<file path="config.mk">
export PLATFORM = sky130hd
export DESIGN_NAME = contact_input_config_status
export DESIGN_NICKNAME = d
export VERILOG_FILES = /design/src/verilog/contact_input_pkg.sv /design/src/verilog/contact_input_config_status.sv
export SDC_FILE = /design/constraint.sdc
export NUM_CORES = 1
export LEC_CHECK = 0
export BUFFER_PORTS_ARGS = -buffer_cell sky130_fd_sc_hd__buf_4
export CAP_MARGIN = 20
export CORE_ASPECT_RATIO = 0.8
export CORE_UTILIZATION = 43
export DETAILED_ROUTE_END_ITERATION = 10
export PLACE_DENSITY_LB_ADDON = 0.3
export SYNTH_ARGS = -nofsm -noshare
export SYNTH_HDL_FRONTEND = slang
export SYNTH_SLANG_ARGS = --single-unit
</file>
<file path="constraint.sdc">
create_clock -name ref_clk -period 2.2 [get_ports ref_clk]
set_input_delay 0.33 -clock ref_clk [delete_from_list [all_inputs] [get_ports ref_clk]]
set_output_delay 0.33 -clock ref_clk [all_outputs]
set_load 0.02 [all_outputs]
</file>
<file path="src/verilog/contact_input_pkg.sv">
// Constants and carrier types of the contact input configuration and status register
// Function
// One word address: writes load configuration, reads return status.
// Module does nothing until configuration bit 0 is written to one; fault LEDs, status fault flags and ctrl sense enables act without it.
// Status bit 0 reads one once configured, zero otherwise.
// Config bit 1 lights internal fault and limits reads to status.
// Status bit 1 reads one while internal error is forced.
// Config bit 6 enables blown fuse; status 6 echoes, status 7 reports.
// Config bit 8 enables aux failure, attention, ground detection; status echoes.
// Status bit 9 reports auxiliary contact supply failure.
// Config bit 10 enables ground-fault attention; status 10 echoes, 11 reports.
// Config bit 12 disables chatter control; default keeps it active.
// Config bit 13 resets chatter counters on unfreeze, else 100 ms decrement.
// Status echoes configuration bits 6, 8, 10, 12 and 13 in place.
// Controller writes zero to unused configuration bits.
// Controller clears bit 6, sets bit 8, sets bit 10 as needed.
// External fault indicator lit whenever a ground fault is detected.
// Internal fault indicator lit on aux supply failure only with bit 8.
// Communications indicator lit while controller is communicating.
// Sixteen channel indicators, each lit while its contact is closed.
// Reset clears all configuration bits.
// Internal fault indicator also lit on communication watchdog timeout.
package contact_input_pkg;
    localparam logic [3:0] CFG_STAT_ADDR = 4'hd;
    localparam int DATA_W = 16;
    localparam int CHANNELS = 16;
    localparam int B_CONFIGURE = 0;
    localparam int B_FORCE_ERR = 1;
    localparam int B_FUSE_EN = 6;
    localparam int B_FUSE_BLOWN = 7;
    localparam int B_AUX_EN = 8;
    localparam int B_AUX_FAIL = 9;
    localparam int B_GND_EN = 10;
    localparam int B_GND_FAULT = 11;
    localparam int B_CHAT_OFF = 12;
    localparam int B_CHAT_UNFRZ = 13;
    localparam int B_CLK_SYNC = 14;
    localparam logic [15:0] CFG_USED_MASK = 16'h3543;
    localparam logic [15:0] CFG_RESET = 16'h0000;
    localparam int CLK_HZ = 50_000_000;
    localparam int CHAT_TICK_MS = 100;
    localparam int CHAT_TICK_CYC = CLK_HZ / 1000 * CHAT_TICK_MS;
    localparam int COMM_TIMEOUT_MS = 100;
    localparam int COMM_TIMEOUT_CYC = CLK_HZ / 1000 * COMM_TIMEOUT_MS;
    localparam int COMM_LED_MS = 50;
    localparam int COMM_LED_CYC = CLK_HZ / 1000 * COMM_LED_MS;
    localparam logic [DATA_W-1:0] STAT_RESTRICTED = 16'h0000;

    typedef struct packed {
        logic ext_fault;
        logic int_fault;
        logic comms_ok;
        logic [CHANNELS-1:0] channel_state_leds;
    } led_drive_s;

    typedef struct packed {
        logic module_enable;
        logic fuse_sense_en;
        logic aux_sense_en;
        logic gnd_attn_en;
        logic chatter_disable;
        logic chatter_reset_on_unfreeze;
        logic chatter_tick;
    } module_ctrl_s;
endpackage : contact_input_pkg

</file>
<file path="src/verilog/contact_input_config_status.sv">
// Configuration/status register, indicator drive and chatter timing of the contact input module
`timescale 1ns/1ps
module contact_input_config_status #(
    parameter int CHAT_TICK_CYCLES = contact_input_pkg::CHAT_TICK_CYC,
    parameter int COMM_TIMEOUT_CYCLES = contact_input_pkg::COMM_TIMEOUT_CYC,
    parameter int COMM_LED_CYCLES = contact_input_pkg::COMM_LED_CYC
)
(
    input wire logic ref_clk,
    input wire logic reset_n,
    input wire logic bus_sel,
    input wire logic bus_wr,
    input wire logic bus_rd,
    input wire logic [3:0] bus_addr,
    input wire logic [15:0] bus_wdata,
    output logic [15:0] bus_rdata,
    output logic bus_read_block,
    input wire logic fuse_blown_in,
    input wire logic aux_fail_in,
    input wire logic gnd_fault_in,
    input wire logic clk_sync_in,
    input wire logic [15:0] contact_closed_in,
    output logic attention,
    output contact_input_pkg::led_drive_s leds,
    output contact_input_pkg::module_ctrl_s ctrl
);
    logic [15:0] cfg_ff;
    logic [15:0] nxt_cfg;
    logic [15:0] stat;
    logic [3:0] meta_ff;
    logic [3:0] sync_ff;
    logic [15:0] ch_meta_ff;
    logic [15:0] ch_sync_ff;
    logic [31:0] tick_cnt_ff;
    logic tick_ff;
    logic [31:0] wd_cnt_ff;
    logic wd_timeout_ff;
    logic [31:0] led_cnt_ff;
    logic comms_ff;
    logic access;

    // Field signals arrive asynchronously
    always_ff @(posedge ref_clk or negedge reset_n)
    begin
        if (!reset_n)
        begin
            meta_ff <= 4'h0;
            sync_ff <= 4'h0;
            ch_meta_ff <= 16'h0000;
            ch_sync_ff <= 16'h0000;
        end
        else
        begin
            meta_ff <= {clk_sync_in, gnd_fault_in, aux_fail_in, fuse_blown_in};
            sync_ff <= meta_ff;
            ch_meta_ff <= contact_closed_in;
            ch_sync_ff <= ch_meta_ff;
        end
    end

    wire fuse_s = sync_ff[0];
    wire aux_s = sync_ff[1];
    wire gnd_s = sync_ff[2];
    wire csync_s = sync_ff[3];

    assign access = bus_sel && (bus_addr == contact_input_pkg::CFG_STAT_ADDR);

    // Unused bits are dropped so stray writes cannot reach the echo
    always_comb
    begin
        nxt_cfg = cfg_ff;
        if (access && bus_wr)
            nxt_cfg = bus_wdata & contact_input_pkg::CFG_USED_MASK;
    end

    always_ff @(posedge ref_clk or negedge reset_n)
    begin
        if (!reset_n)
            cfg_ff <= contact_input_pkg::CFG_RESET;
        else
            cfg_ff <= nxt_cfg;
    end

    always_comb
    begin
        stat = 16'h0000;
        stat[contact_input_pkg::B_CONFIGURE] = cfg_ff[contact_input_pkg::B_CONFIGURE];
        stat[contact_input_pkg::B_FORCE_ERR] = cfg_ff[contact_input_pkg::B_FORCE_ERR];
        stat[contact_input_pkg::B_FUSE_EN] = cfg_ff[contact_input_pkg::B_FUSE_EN];
        stat[contact_input_pkg::B_FUSE_BLOWN] = cfg_ff[contact_input_pkg::B_FUSE_EN] & fuse_s;
        stat[contact_input_pkg::B_AUX_EN] = cfg_ff[contact_input_pkg::B_AUX_EN];
        stat[contact_input_pkg::B_AUX_FAIL] = cfg_ff[contact_input_pkg::B_AUX_EN] & aux_s;
        stat[contact_input_pkg::B_GND_EN] = cfg_ff[contact_input_pkg::B_GND_EN];
        stat[contact_input_pkg::B_GND_FAULT] = cfg_ff[contact_input_pkg::B_AUX_EN] & gnd_s;
        stat[contact_input_pkg::B_CHAT_OFF] = cfg_ff[contact_input_pkg::B_CHAT_OFF];
        stat[contact_input_pkg::B_CHAT_UNFRZ] = cfg_ff[contact_input_pkg::B_CHAT_UNFRZ];
        stat[contact_input_pkg::B_CLK_SYNC] = csync_s;
    end

    // Read data registered; status always readable
    always_ff @(posedge ref_clk or negedge reset_n)
    begin
        if (!reset_n)
            bus_rdata <= 16'h0000;
        else if (bus_sel && bus_rd)
            bus_rdata <= access ? stat : contact_input_pkg::STAT_RESTRICTED;
    end

    // Other registers of the module must refuse reads while error is forced
    assign bus_read_block = cfg_ff[contact_input_pkg::B_FORCE_ERR];

    // 100 ms chatter decrement tick, one-cycle enable
    always_ff @(posedge ref_clk or negedge reset_n)
    begin
        if (!reset_n)
        begin
            tick_cnt_ff <= 32'h0;
            tick_ff <= 1'b0;
        end
        else if (!cfg_ff[contact_input_pkg::B_CONFIGURE]
            || cfg_ff[contact_input_pkg::B_CHAT_UNFRZ])
        begin
            tick_cnt_ff <= 32'h0;
            tick_ff <= 1'b0;
        end
        else if (tick_cnt_ff == 32'(CHAT_TICK_CYCLES - 1))
        begin
            tick_cnt_ff <= 32'h0;
            tick_ff <= 1'b1;
        end
        else
        begin
            tick_cnt_ff <= tick_cnt_ff + 32'h1;
            tick_ff <= 1'b0;
        end
    end

    // Communication watchdog; armed only once configured
    always_ff @(posedge ref_clk or negedge reset_n)
    begin
        if (!reset_n)
        begin
            wd_cnt_ff <= 32'h0;
            wd_timeout_ff <= 1'b0;
        end
        else if (bus_sel || !cfg_ff[contact_input_pkg::B_CONFIGURE])
        begin
            wd_cnt_ff <= 32'h0;
            wd_timeout_ff <= 1'b0;
        end
        else if (wd_cnt_ff == 32'(COMM_TIMEOUT_CYCLES - 1))
            wd_timeout_ff <= 1'b1;
        else
            wd_cnt_ff <= wd_cnt_ff + 32'h1;
    end

    // Communications LED stretched so brief accesses are visible
    always_ff @(posedge ref_clk or negedge reset_n)
    begin
        if (!reset_n)
        begin
            led_cnt_ff <= 32'h0;
            comms_ff <= 1'b0;
        end
        else if (bus_sel)
        begin
            led_cnt_ff <= 32'(COMM_LED_CYCLES - 1);
            comms_ff <= 1'b1;
        end
        else if (led_cnt_ff != 32'h0)
            led_cnt_ff <= led_cnt_ff - 32'h1;
        else
            comms_ff <= 1'b0;
    end

    always_ff @(posedge ref_clk or negedge reset_n)
    begin
        if (!reset_n)
            leds <= '0;
        else
        begin
            leds.ext_fault <= cfg_ff[contact_input_pkg::B_AUX_EN] & gnd_s;
            leds.int_fault <= cfg_ff[contact_input_pkg::B_FORCE_ERR]
                | (cfg_ff[contact_input_pkg::B_AUX_EN] & aux_s)
                | wd_timeout_ff;
            leds.comms_ok <= comms_ff;
            leds.channel_state_leds <= ch_sync_ff;
        end
    end

    always_ff @(posedge ref_clk or negedge reset_n)
    begin
        if (!reset_n)
        begin
            ctrl <= '0;
            attention <= 1'b0;
        end
        else
        begin
            ctrl.module_enable <= cfg_ff[contact_input_pkg::B_CONFIGURE];
            ctrl.fuse_sense_en <= cfg_ff[contact_input_pkg::B_FUSE_EN];
            ctrl.aux_sense_en <= cfg_ff[contact_input_pkg::B_AUX_EN];
            ctrl.gnd_attn_en <= cfg_ff[contact_input_pkg::B_GND_EN];
            ctrl.chatter_disable <= cfg_ff[contact_input_pkg::B_CHAT_OFF];
            ctrl.chatter_reset_on_unfreeze <= cfg_ff[contact_input_pkg::B_CHAT_UNFRZ];
            ctrl.chatter_tick <= tick_ff & ~cfg_ff[contact_input_pkg::B_CHAT_OFF];
            attention <= cfg_ff[contact_input_pkg::B_CONFIGURE] & (
                (cfg_ff[contact_input_pkg::B_FUSE_EN] & fuse_s)
                | (cfg_ff[contact_input_pkg::B_AUX_EN] & aux_s)
                | (cfg_ff[contact_input_pkg::B_GND_EN] & cfg_ff[contact_input_pkg::B_AUX_EN]
                   & gnd_s));
        end
    end
endmodule : contact_input_config_status

</file>
Word level (Yosys, flattened, before mapping)
Index checks and enable logic that the tools add are counted.
{ "totals": {"elab_cells": 66, "regBits": 189, "output_inout_bits": 44, "in_bits": 45} }
{ "classes": {"bitwise": 12, "mux": 13, "n_eq_ne": 5, "n_reduce_logical": 9, "add_sub_neg": 3} }
{ "op_table": {"columns": ["cell", "n"], "rows": [
  ["$mux 32", 6],
  ["$add 32x1->32 const B", 2],
  ["$eq 32x23->1 const B", 2],
  ["$reduce_bool 32->1", 1],
  ["$sub 32x1->32 const B", 1],
  ["$mux 15", 1],
  ["$and 1x1->1", 7],
  ["$mux 1", 6],
  ["$eq 4x4->1 const B", 1],
  ["$ne 2x2->1 const B", 2],
  ["$or 1x1->1", 4],
  ["$reduce_bool 2->1", 2],
  ["$logic_and 1x1->1", 3],
  ["$logic_or 1x1->1", 2],
  ["$logic_not 1->1", 1],
  ["$not 1->1", 1]
]} }

Logic depth before layout (Yosys ltp)
Gate-level depths: netlist (run 1).
{ "depth": {"word_depth": 4, "ltp_mapped": 9, "depth_no_buf": 7} }

Worst setup path after synthesis (run 1)
Ideal clock, no wire load.
{ "synth_path": {"kind": "reg2reg", "start": "register led_cnt_ff[26]", "end": "register led_cnt_ff[21]", "setup_slack_ns": -0.198, "arrival_ns": 2.267, "n_path_buf": 2, "path_stages_with_launch": 8, "synth_period_minus_slack_ns": 2.398, "path_cell_list": "dfrtp_1 > or4_1 > or4_1 > buf_2 > and4b_1 > buf_4 > nor3_1 > or3b_1"} }
{ "synth_between": {"elab_chain_len": 2} }
{ "synth_lines": {"columns": ["element", "line", "rtl"], "rows": [
  ["start, declared", "contact_input_config_status.sv:38", "logic [31:0] led_cnt_ff;"],
  ["start signal, assigned", "contact_input_config_status.sv:167", "led_cnt_ff <= 32'(COMM_LED_CYCLES - 1);"],
  ["start signal, assigned", "contact_input_config_status.sv:171", "led_cnt_ff <= led_cnt_ff - 32'h1;"],
  ["$reduce_bool 32->1", "contact_input_config_status.sv:170", "else if (led_cnt_ff != 32'h0)"],
  ["$reduce_bool 2->1 (no line)", null, null]
]} }
Every way passes these cells.
A chain may end at the register's enable or synchronous reset.

Worst setup path after layout (run 1)
{ "layout_path": {"start": "register led_cnt_ff[27]", "end": "register led_cnt_ff[21]"} }
The elaborated chain is that of the path after synthesis.

==> results of run 1 <==
final cells by class:
cell class | count | area (µm²) | area share
clock buffers | 17 | 425 | 0.0428
clock inverters | 15 | 214 | 0.0215
inverters | 11 | 41.3 | 0.00415
multi-input cells | 459 | 2990 | 0.301
flip-flops and latches | 184 | 4600 | 0.463
well taps | 225 | 282 | 0.0283
repair buffers | 165 | 1390 | 0.140
cells in the final DEF, fill, tap and decap left out, types with 19 or more instances in the layout:
cell type	n
nor4_1	19
nand3_1	32
o21ai_0	19
xor2_1	21
xnor2_1	27
a21oi_1	28
or3_1	31
dfrtp_1	184
nand2_1	36
buf_4	134
nor2_1	70
dlygate4sd3_1	21
through the flow:
stage | setup TNS, ps | setup WS, ps | hold WS [ps]
floorplan | -1920 | -161 | 34.4
detailed placement | -4230 | -258 | 313
finish | -3730 | -201 | 122
global route | -5830 | -235 | 104
global placement | -2840 | -168 | 303
CTS | -3560 | -179 | 108
power by group through the flow:
stage	Clock (mW)	Combinational, mW	Sequential (mW)
global route	3.38	0.560	3.60
detailed placement	0	0.487	3.66
floorplan	0	0.147	3.69
finish	3.16	0.511	3.59
CTS	3.24	0.519	3.59
global placement	0	0.477	3.65
layer usage:
metal,track usage,vias up,part of all wire
met4,0.0606,0,0.012
met1,0.269,2951,0.44
met3,0.0586,20,0.059
met2,0.325,130,0.49
li1,-,2750,-
met5,0,-,0
flip-flops by register name, summed over array words and instances, names as in the netlist, 4 cells and up:
register and cells:
meta_ff 4, wd_cnt_ff 32, leds 19, bus_rdata 11
ctrl 7, sync_ff 4, led_cnt_ff 32, tick_cnt_ff 32
ch_sync_ff 16, ch_meta_ff 16, cfg_ff 7
cell families (layout without fill, tap and decap cells):
family / after synthesis / in the layout / share of synthesized area
adders and majority gates: 3 / 3 / 0.00491
DFF: 184 / 184 / 0.602
buffers and inverters: 45 / 208 / 0.0268
and+or+nand+nor: 300 / 300 / 0.217
other: 1 / 5 / 0.000490
xor gates and xnor gates: 48 / 48 / 0.0550
AOI/OAI and AO/OA: 89 / 89 / 0.0739
muxes: 14 / 14 / 0.0200
timing repair:
item | 4_1_cts | 5_1_grt
pin swaps | 5 | 13
hold endpoints to repair | 68 | 0
hold buffers | 21 | 0
cloned | 1 | 0
setup endpoints to repair | 35 | 43
gates resized for setup | 13 | 20
buffers inserted | 3 | 9
worst paths after layout:
check / slack, ps / end / cells after the start
max in group asynchronous: 1040 / tick_cnt_ff[31] / 3
worst max register to register: -200 / led_cnt_ff[21] / 6
worst min register to register: 350 / leds[8] / 0
worst min-delay path: 120 / cfg_ff[13] / 2
min in group asynchronous: 400 / led_cnt_ff[12] / 2
worst max-delay path: -200 / led_cnt_ff[21] / 6
==> results.ini, run 1 <==
[run_status]
status=complete, but fails checks
failed_checks=negative setup slack

[placement]
numPortBuffers=74
dpl.cell_count=1011
placed_area_um2=8850
place_congestion=0.823
dp_hpwl_um=11400

[power]
cellPowerDensity_nw_per_um2=730
power.leakage_nw=4.22
combPwrFrac=0.070
finalPower_mw=7.26
switching_share=0.269
power.switching_mw=1.95
pwr-share-seq=0.494
power.share.clock=0.436
power.internal_mw=5.31
ir_worst_vdd_mv=0.504

[worst_setup_path]
cp_data_required_time_ps=2510
crit_top_cell=or4_4
cp_num_buf_inv=1
path_max_fanout=7
crit_chain=or4_4 > or4_4 > and4b_1 > buf_6 > nor3_2 > or3b_1
cp.arrival_ps=2710
critPathSlowestCell=or4_4
timing.rr.start=led_cnt_ff[27]
cp_slowest_stage_delay_ps=540
crit_type=reg2reg
startpoint_type=flip-flop
crit_start=led_cnt_ff[27]
cp-end-kind=flip-flop
critPathTopFamily=simple AND/OR/NAND/NOR gates

[synth]
synthFlopType=dfrtp_1
synth.area.top_cells=dfrtp_1 (60%), nor2_1 (3.5%), xnor2_1 (3.1%), or3_1 (2.8%), xor2_1 (2.4%)
avgSynthCellArea_um2=11.2
ys_seq_elements=184
synth_top_cell_area_share=0.602
syn_inst=684
ys_seq_area_frac=0.602
yosysWarnings=0
synth-edff-count=0
synth_top_area_cell=dfrtp_1
async_flop_share=1.00
synthTopCellsByCount=dfrtp_1 (184), nor2_1 (71), nand2_1 (36)
synth.most_common_cell=dfrtp_1
ys_types=55
synth_area_um2=7650

[floorplanning]
ioPinCount=89
initial_utilization=0.440
die_h_um=121
rows=43
dieArea_um2=18300
die_w_um=151
fp.coreArea_um2=17400

[sta]
min_period_ps=2400
relSlewSlack=0.616
rsz0062_at_grt=true
setup_ws_ps=-201
slew_viol_final=0
worst_pin_slew_ps=575
finClkSkew_ps=11.1
clock.fmax_mhz=417
setup_viol=32
hold_violations=0
fin_crit_sh=1.09

[clock_network]
clk_latency_ps=440
clock-sinks=184
cts-buffers-inserted=17
cts.clk_slew.worst_paths_ps=80
cts_buffer_depth=2
root_buffer=clkbuf_16
tritoncts=built
cts.htree.levels=4

[drt]
drc_errors=0
ant_nets=0
vias=5851
wl_um=16900
drt-vias-per-instance=5.44
post_drt_wl_per_cell_um=15.7
drt_first_pass_iters=5
drt_iter0_drc=352

[run]
maxCapViolations=0

[finish]
syn2layout_area_growth_pct=30.0
final_cells=1076
final_area_um2=9940
diodes=0
fill_cells=1407
drive_gt1_frac=0.262
nets=886
final_util=0.572

[global_routing]
antenna_found_initial=0
grt_pass1_wl_um=29000
grt_overflow=0
grt_pass1_vias=5861
grt_usage=0.204
grt_max_degree=53

[min_path]
hold_class=in2reg
worstHoldStart=bus_wdata[13]

Note: power is estimated with default switching activity, not from simulation.
==> run 2, diff against run 1 <==
CORE_UTILIZATION = 45   (was 43)
RECOVER_POWER = 25   (was default)
==> results.ini, run 2 (same netlist as run 1, synthesis figures left out) <==
[clock_network]
clk_latency_ps=440
cts_buffer_depth=2
root_buffer=clkbuf_16
cts.htree.levels=4
cts-buffers-inserted=17
cts.clk_slew.worst_paths_ps=80
tritoncts=built
clock-sinks=184

[floorplanning]
ioPinCount=89
die_w_um=148
die_h_um=119
initial_utilization=0.461
rows=42
dieArea_um2=17500
fp.coreArea_um2=16600

[global_routing]
antenna_found_initial=0
grt_max_degree=64
grt_overflow=0
grt_pass1_vias=5821
grt_pass1_wl_um=28400
grt_usage=0.207

[finish]
multi_input_area_um2=3000
regArea_um2=4600
drive_gt1_frac=0.264
syn2layout_area_growth_pct=29.1
final_area_um2=9880
final_cells=1071
reg_top3=led_cnt_ff x32, tick_cnt_ff x32, wd_cnt_ff x32
nets=886
mostFrequentLayoutCells=dfrtp_1 (184), buf_4 (114), nor2_1 (71)
mostFrequentLayoutCell=dfrtp_1
diodes=0
fill_cells=1355
final_util=0.595

[drt]
drc_errors=0
drt-vias-per-instance=5.43
drt_first_pass_iters=5
wl_um=17000
drt_iter0_drc=394
vias=5812
ant_nets=0
post_drt_wl_per_cell_um=15.8

[worst_setup_path]
r2r_end=led_cnt_ff[21]
worst_r2r_path_depth=6
crit_start=led_cnt_ff[27]
crit_type=reg2reg
timing.rr.start=led_cnt_ff[27]
cp-end-kind=flip-flop
cp_data_required_time_ps=2510
cp.arrival_ps=2670
path_max_fanout=6
endpoint=led_cnt_ff[21]
startpoint_type=flip-flop
r2r_setup_slack_ps=-160

[sta]
hold_violations=0
fin_crit_sh=1.07
min_period_ps=2360
clock.fmax_mhz=424
worst_pin_slew_ps=1550
setup_ws_ps=-160
setup_viol=30
finClkSkew_ps=8.72
slew_viol_final=62
rsz0062_at_grt=true
relSlewSlack=-0.0308

[placement]
placed_area_um2=8840
place_congestion=0.830
dp_hpwl_um=11400
numPortBuffers=74
preCtsSetupSlack_ps=-290
dpl.cell_count=1010

[power]
power.internal_mw=5.36
power.leakage_nw=4.21
ir_worst_vdd_mv=0.569
combPwrFrac=0.071
power.share.clock=0.427
cellPowerDensity_nw_per_um2=722
switching_share=0.249
pwr-share-seq=0.503
power.switching_mw=1.78

[run_status]
status=complete, but fails checks
failed_checks=max-capacitance violations, max-slew violations, negative setup slack

[run]
maxCapViolations=1

[min_path]
worstHoldStart=bus_wdata[8]
hold_class=in2reg

[run 2: cell count changes in the layout (fill, tap and decap cells not counted), moves of 2 or more]
cell and change:
buf_4 -20, nor3_2 +2, clkinv_8 -6, clkbuf_4 +20
inv_12 -3, clkinvlp_4 +2, buf_12 -2, nand2_1 -2
inv_6 +2
[run 2: worst min-delay path by stage]
stage / slack [ps] / endpoint / cells after the start
2_1_floorplan: 30 / attention / 0
3_3_place_gp: 330 / leds[6] / 0
3_5_place_dp: 330 / ch_sync_ff[1] / 0
4_1_cts: 100 / cfg_ff[8] / 2
5_1_grt: 110 / cfg_ff[10] / 2
6_report: 130 / cfg_ff[8] / 2
[run 2: timing repair]
action	4_1_cts	5_1_grt
pin swaps	4	15
setup buffers	4	3
hold buffers	21	0
setup endpoints to repair	33	39
gates resized for setup	12	24
cloned	0	2
endpoints found under the hold margin	79	0
[run 2: area by class of cell]
class | count | share of cell area
Clock buffer | 18 | 0.0445
Tap cell | 220 | 0.0279
Inverter | 11 | 0.00418
Sequential cell | 184 | 0.466
Clock inverter | 14 | 0.0157
Timing Repair Buffer | 165 | 0.138
Multi-Input combinational cell | 459 | 0.304
[run 2: through the flow]
step	power [mW]	hold slack, ps	TNS, ps
floorplan	3.84	34.4	-1920
global placement	4.11	332	-2470
detailed placement	4.13	335	-4530
CTS	7.21	105	-2080
global route	7.40	114	-6300
finish	7.13	128	-2750
[run 2: per-layer routing]
metal,global-route usage,routed length (µm)
met5,0,0
met4,0.0683,229
met3,0.0541,743
met2,0.332,8310
met1,0.274,7670
[run 2: critical path, cell delays in order, from the launching register on]
cell and delay [ps]:
dfrtp_1 390, or4_4 540, or4_4 440, and4b_1 330
buf_6 150, nor3_2 40, or3b_1 330
[run 2: power by group through the flow]
stage / clock network (mW) / registers [mW] / logic, mW
6_report: 3.04 / 3.58 / 0.504
5_1_grt: 3.25 / 3.60 / 0.553
4_1_cts: 3.11 / 3.58 / 0.515
3_5_place_dp: 0 / 3.65 / 0.481
3_3_place_gp: 0 / 3.65 / 0.469
2_1_floorplan: 0 / 3.69 / 0.147
==> run 3, diff against run 2 <==
ABC_AREA = 1   (was default)
SLEW_MARGIN = 20   (was default)
==> results.ini, run 3 <==
[clock_network]
cts_buffer_depth=2
clk_latency_ps=430
clock-sinks=184
root_buffer=clkbuf_16
cts.clk_slew.worst_paths_ps=70
ctsResizeCount=0
tritoncts=built
cts-buffers-inserted=17
postCtsSetupRepairBufs=0
cts.htree.levels=4

[synth]
async_flop_share=1.00
synthXorXnorAreaFrac=0.0277
synth_compound_area_frac=0.0223
syn_inst=1071
synth.area.top_cells=dfrtp_1 (54%), nand2_1 (13%), nor2_1 (10%), nand3_1 (5.6%), inv_1 (4.4%)
synth_fa_ha_area_frac=0.00440
ys_seq_area_frac=0.539
synth_top_area_cell=dfrtp_1
synthFlopType=dfrtp_1
synth.most_common_cell=nand2_1
synth-edff-count=0
synthTopCellsByCount=nand2_1 (302), nor2_1 (229), dfrtp_1 (184)
synth_top_cell_area_share=0.539
yosysWarnings=0
synth_simple_gate_area_frac=0.347
ys_seq_elements=184
synth_area_um2=8540
synth_top_family_by_area=simple AND/OR/NAND/NOR gates
avgSynthCellArea_um2=7.97
ys_types=37
synth_mux_area_frac=0

[finish]
final_util=0.558
fill_cells=1658
mostFrequentLayoutCell=nand2_1
drive_gt1_frac=0.116
diodes=0
syn2layout_area_growth_pct=19.8
reg_top3=led_cnt_ff x32, tick_cnt_ff x32, wd_cnt_ff x32
mostFrequentLayoutCells=nand2_1 (302), nor2_1 (229), dfrtp_1 (184)
nets=1230

[power]
power.leakage_nw=4.81
power.switching_mw=1.93
combPwrFrac=0.080
cellPowerDensity_nw_per_um2=707
ir_worst_vdd_mv=0.558
pwr-share-seq=0.502
power.internal_mw=5.30
power.share.clock=0.418
switching_share=0.267

[floorplanning]
initial_utilization=0.466
fp.coreArea_um2=18300
dieArea_um2=19500
rows=44
ioPinCount=89
die_h_um=125
die_w_um=156

[drt]
drt_iter0_drc=644
post_drt_wl_per_cell_um=13.7
drc_errors=0
drt-vias-per-instance=4.93
vias=7138
wl_um=19900
drt_first_pass_iters=5
ant_nets=0

[sta]
hold_violations=0
fin_crit_sh=0.826
clock.fmax_mhz=550
relSlewSlack=0.573
min_period_ps=1820
worst_pin_slew_ps=640
finClkSkew_ps=11.7
fin_tns_setup_ps=0
setup_ws_ps=383
slew_viol_final=0
rsz0062_at_grt=false
setup_viol=0

[global_routing]
grt_pass1_wl_um=33300
grt_overflow=0
antenna_found_initial=0
grt_pass1_vias=6711
grt_max_degree=65
grt_usage=0.218

[worst_setup_path]
crit_type=reg2reg
r2r_setup_slack_ps=380
path_max_fanout=21
cp.arrival_ps=2130
worst_r2r_path_depth=9
startpoint_type=flip-flop
cp_data_required_time_ps=2510
cp-end-kind=flip-flop

[placement]
dp_hpwl_um=14600
numPortBuffers=74
place_congestion=0.953
preCtsSetupSlack_ps=374

[min_path]
hold_class=in2reg
hold_depth=1

[run_status]
status=finished clean

[run]
maxCapViolations=0

-- run 3: cell types whose count changed after synthesis, sizes merged, moves of 24 or more --
cell / delta
nand2: +271
nand3: +64
nor4: -24
inv: +91
nor2: +168
or3: -34
-- run 3: what timing repair did --
item | in CTS | in global routing
endpoints found under the hold margin | 75 | 2
hold buffers | 18 | 2
endpoints found under the setup margin | 0 | 0
-- run 3: per-stage QoR --
step | total power, mW | hold WS, ps | instance area [µm²] | instances
floorplan | 3.94 | 34.4 | 8550 | 1075
global placement | 4.25 | 331 | 9430 | 1396
detailed placement | 4.25 | 335 | 9430 | 1396
CTS | 7.31 | 1.80 | 10200 | 1446
global route | 7.54 | 29.5 | 10200 | 1448
finish | 7.23 | 48.0 | 10200 | 1448
-- run 3: power by group through the flow --
stage	Sequential [mW]	Combinational, mW	Clock, mW
after floorplan	3.73	0.213	0
after global placement	3.69	0.558	0
after detailed placement	3.69	0.561	0
after CTS	3.63	0.593	3.09
after global routing	3.65	0.654	3.24
final	3.63	0.581	3.02
-- run 3: path summary, 6_finish.rpt --
check	startpoint	endpoint
max in group asynchronous	reset_n	tick_cnt_ff[25]
min in group asynchronous	reset_n	leds[1]
hold / removal	contact_closed_in[11]	ch_meta_ff[11]
hold reg to reg	ch_meta_ff[11]	ch_sync_ff[11]
setup reg to reg	led_cnt_ff[0]	led_cnt_ff[24]
setup / recovery	led_cnt_ff[0]	led_cnt_ff[24]
-- run 3: cell type report --
type	instances	area [µm²]	area share
clock buffer	18	439	0.0429
multi-input combinational	770	3450	0.337
inverter	104	395	0.0386
clock inverter	14	160	0.0157
tap	253	317	0.0309
timing repair buffer	105	866	0.0846
sequential	184	4600	0.450
-- run 3: routing by layer --
metal / track usage / wire length [µm] / vias up
li1: - / - / 3565
met1: 0.324 / 9830 / 3331
met2: 0.314 / 8450 / 222
met3: 0.0572 / 1430 / 20
met4: 0.0571 / 200 / 0
met5: 0 / 0 / -
-- run 3: cells by family (layout without fill, tap and decap cells) --
family          after synthesis  in the layout
flops                       184            184
simple gates                700            700
compound gates               35             35
other cells                   1              5
buf+inv                     121            241
fa+ha+maj                     3              3
xor+xnor                     27             27
-- run 3: critical path, cell delays in order (launching register included) --
cell      delay (ps)
dfrtp_1          400
inv_1            120
ha_1             320
nand2_4          120
nor2_8           160
nand2_4           80
nor2_8           140
nand2_4          110
clkinv_4         170
nor2_1            70
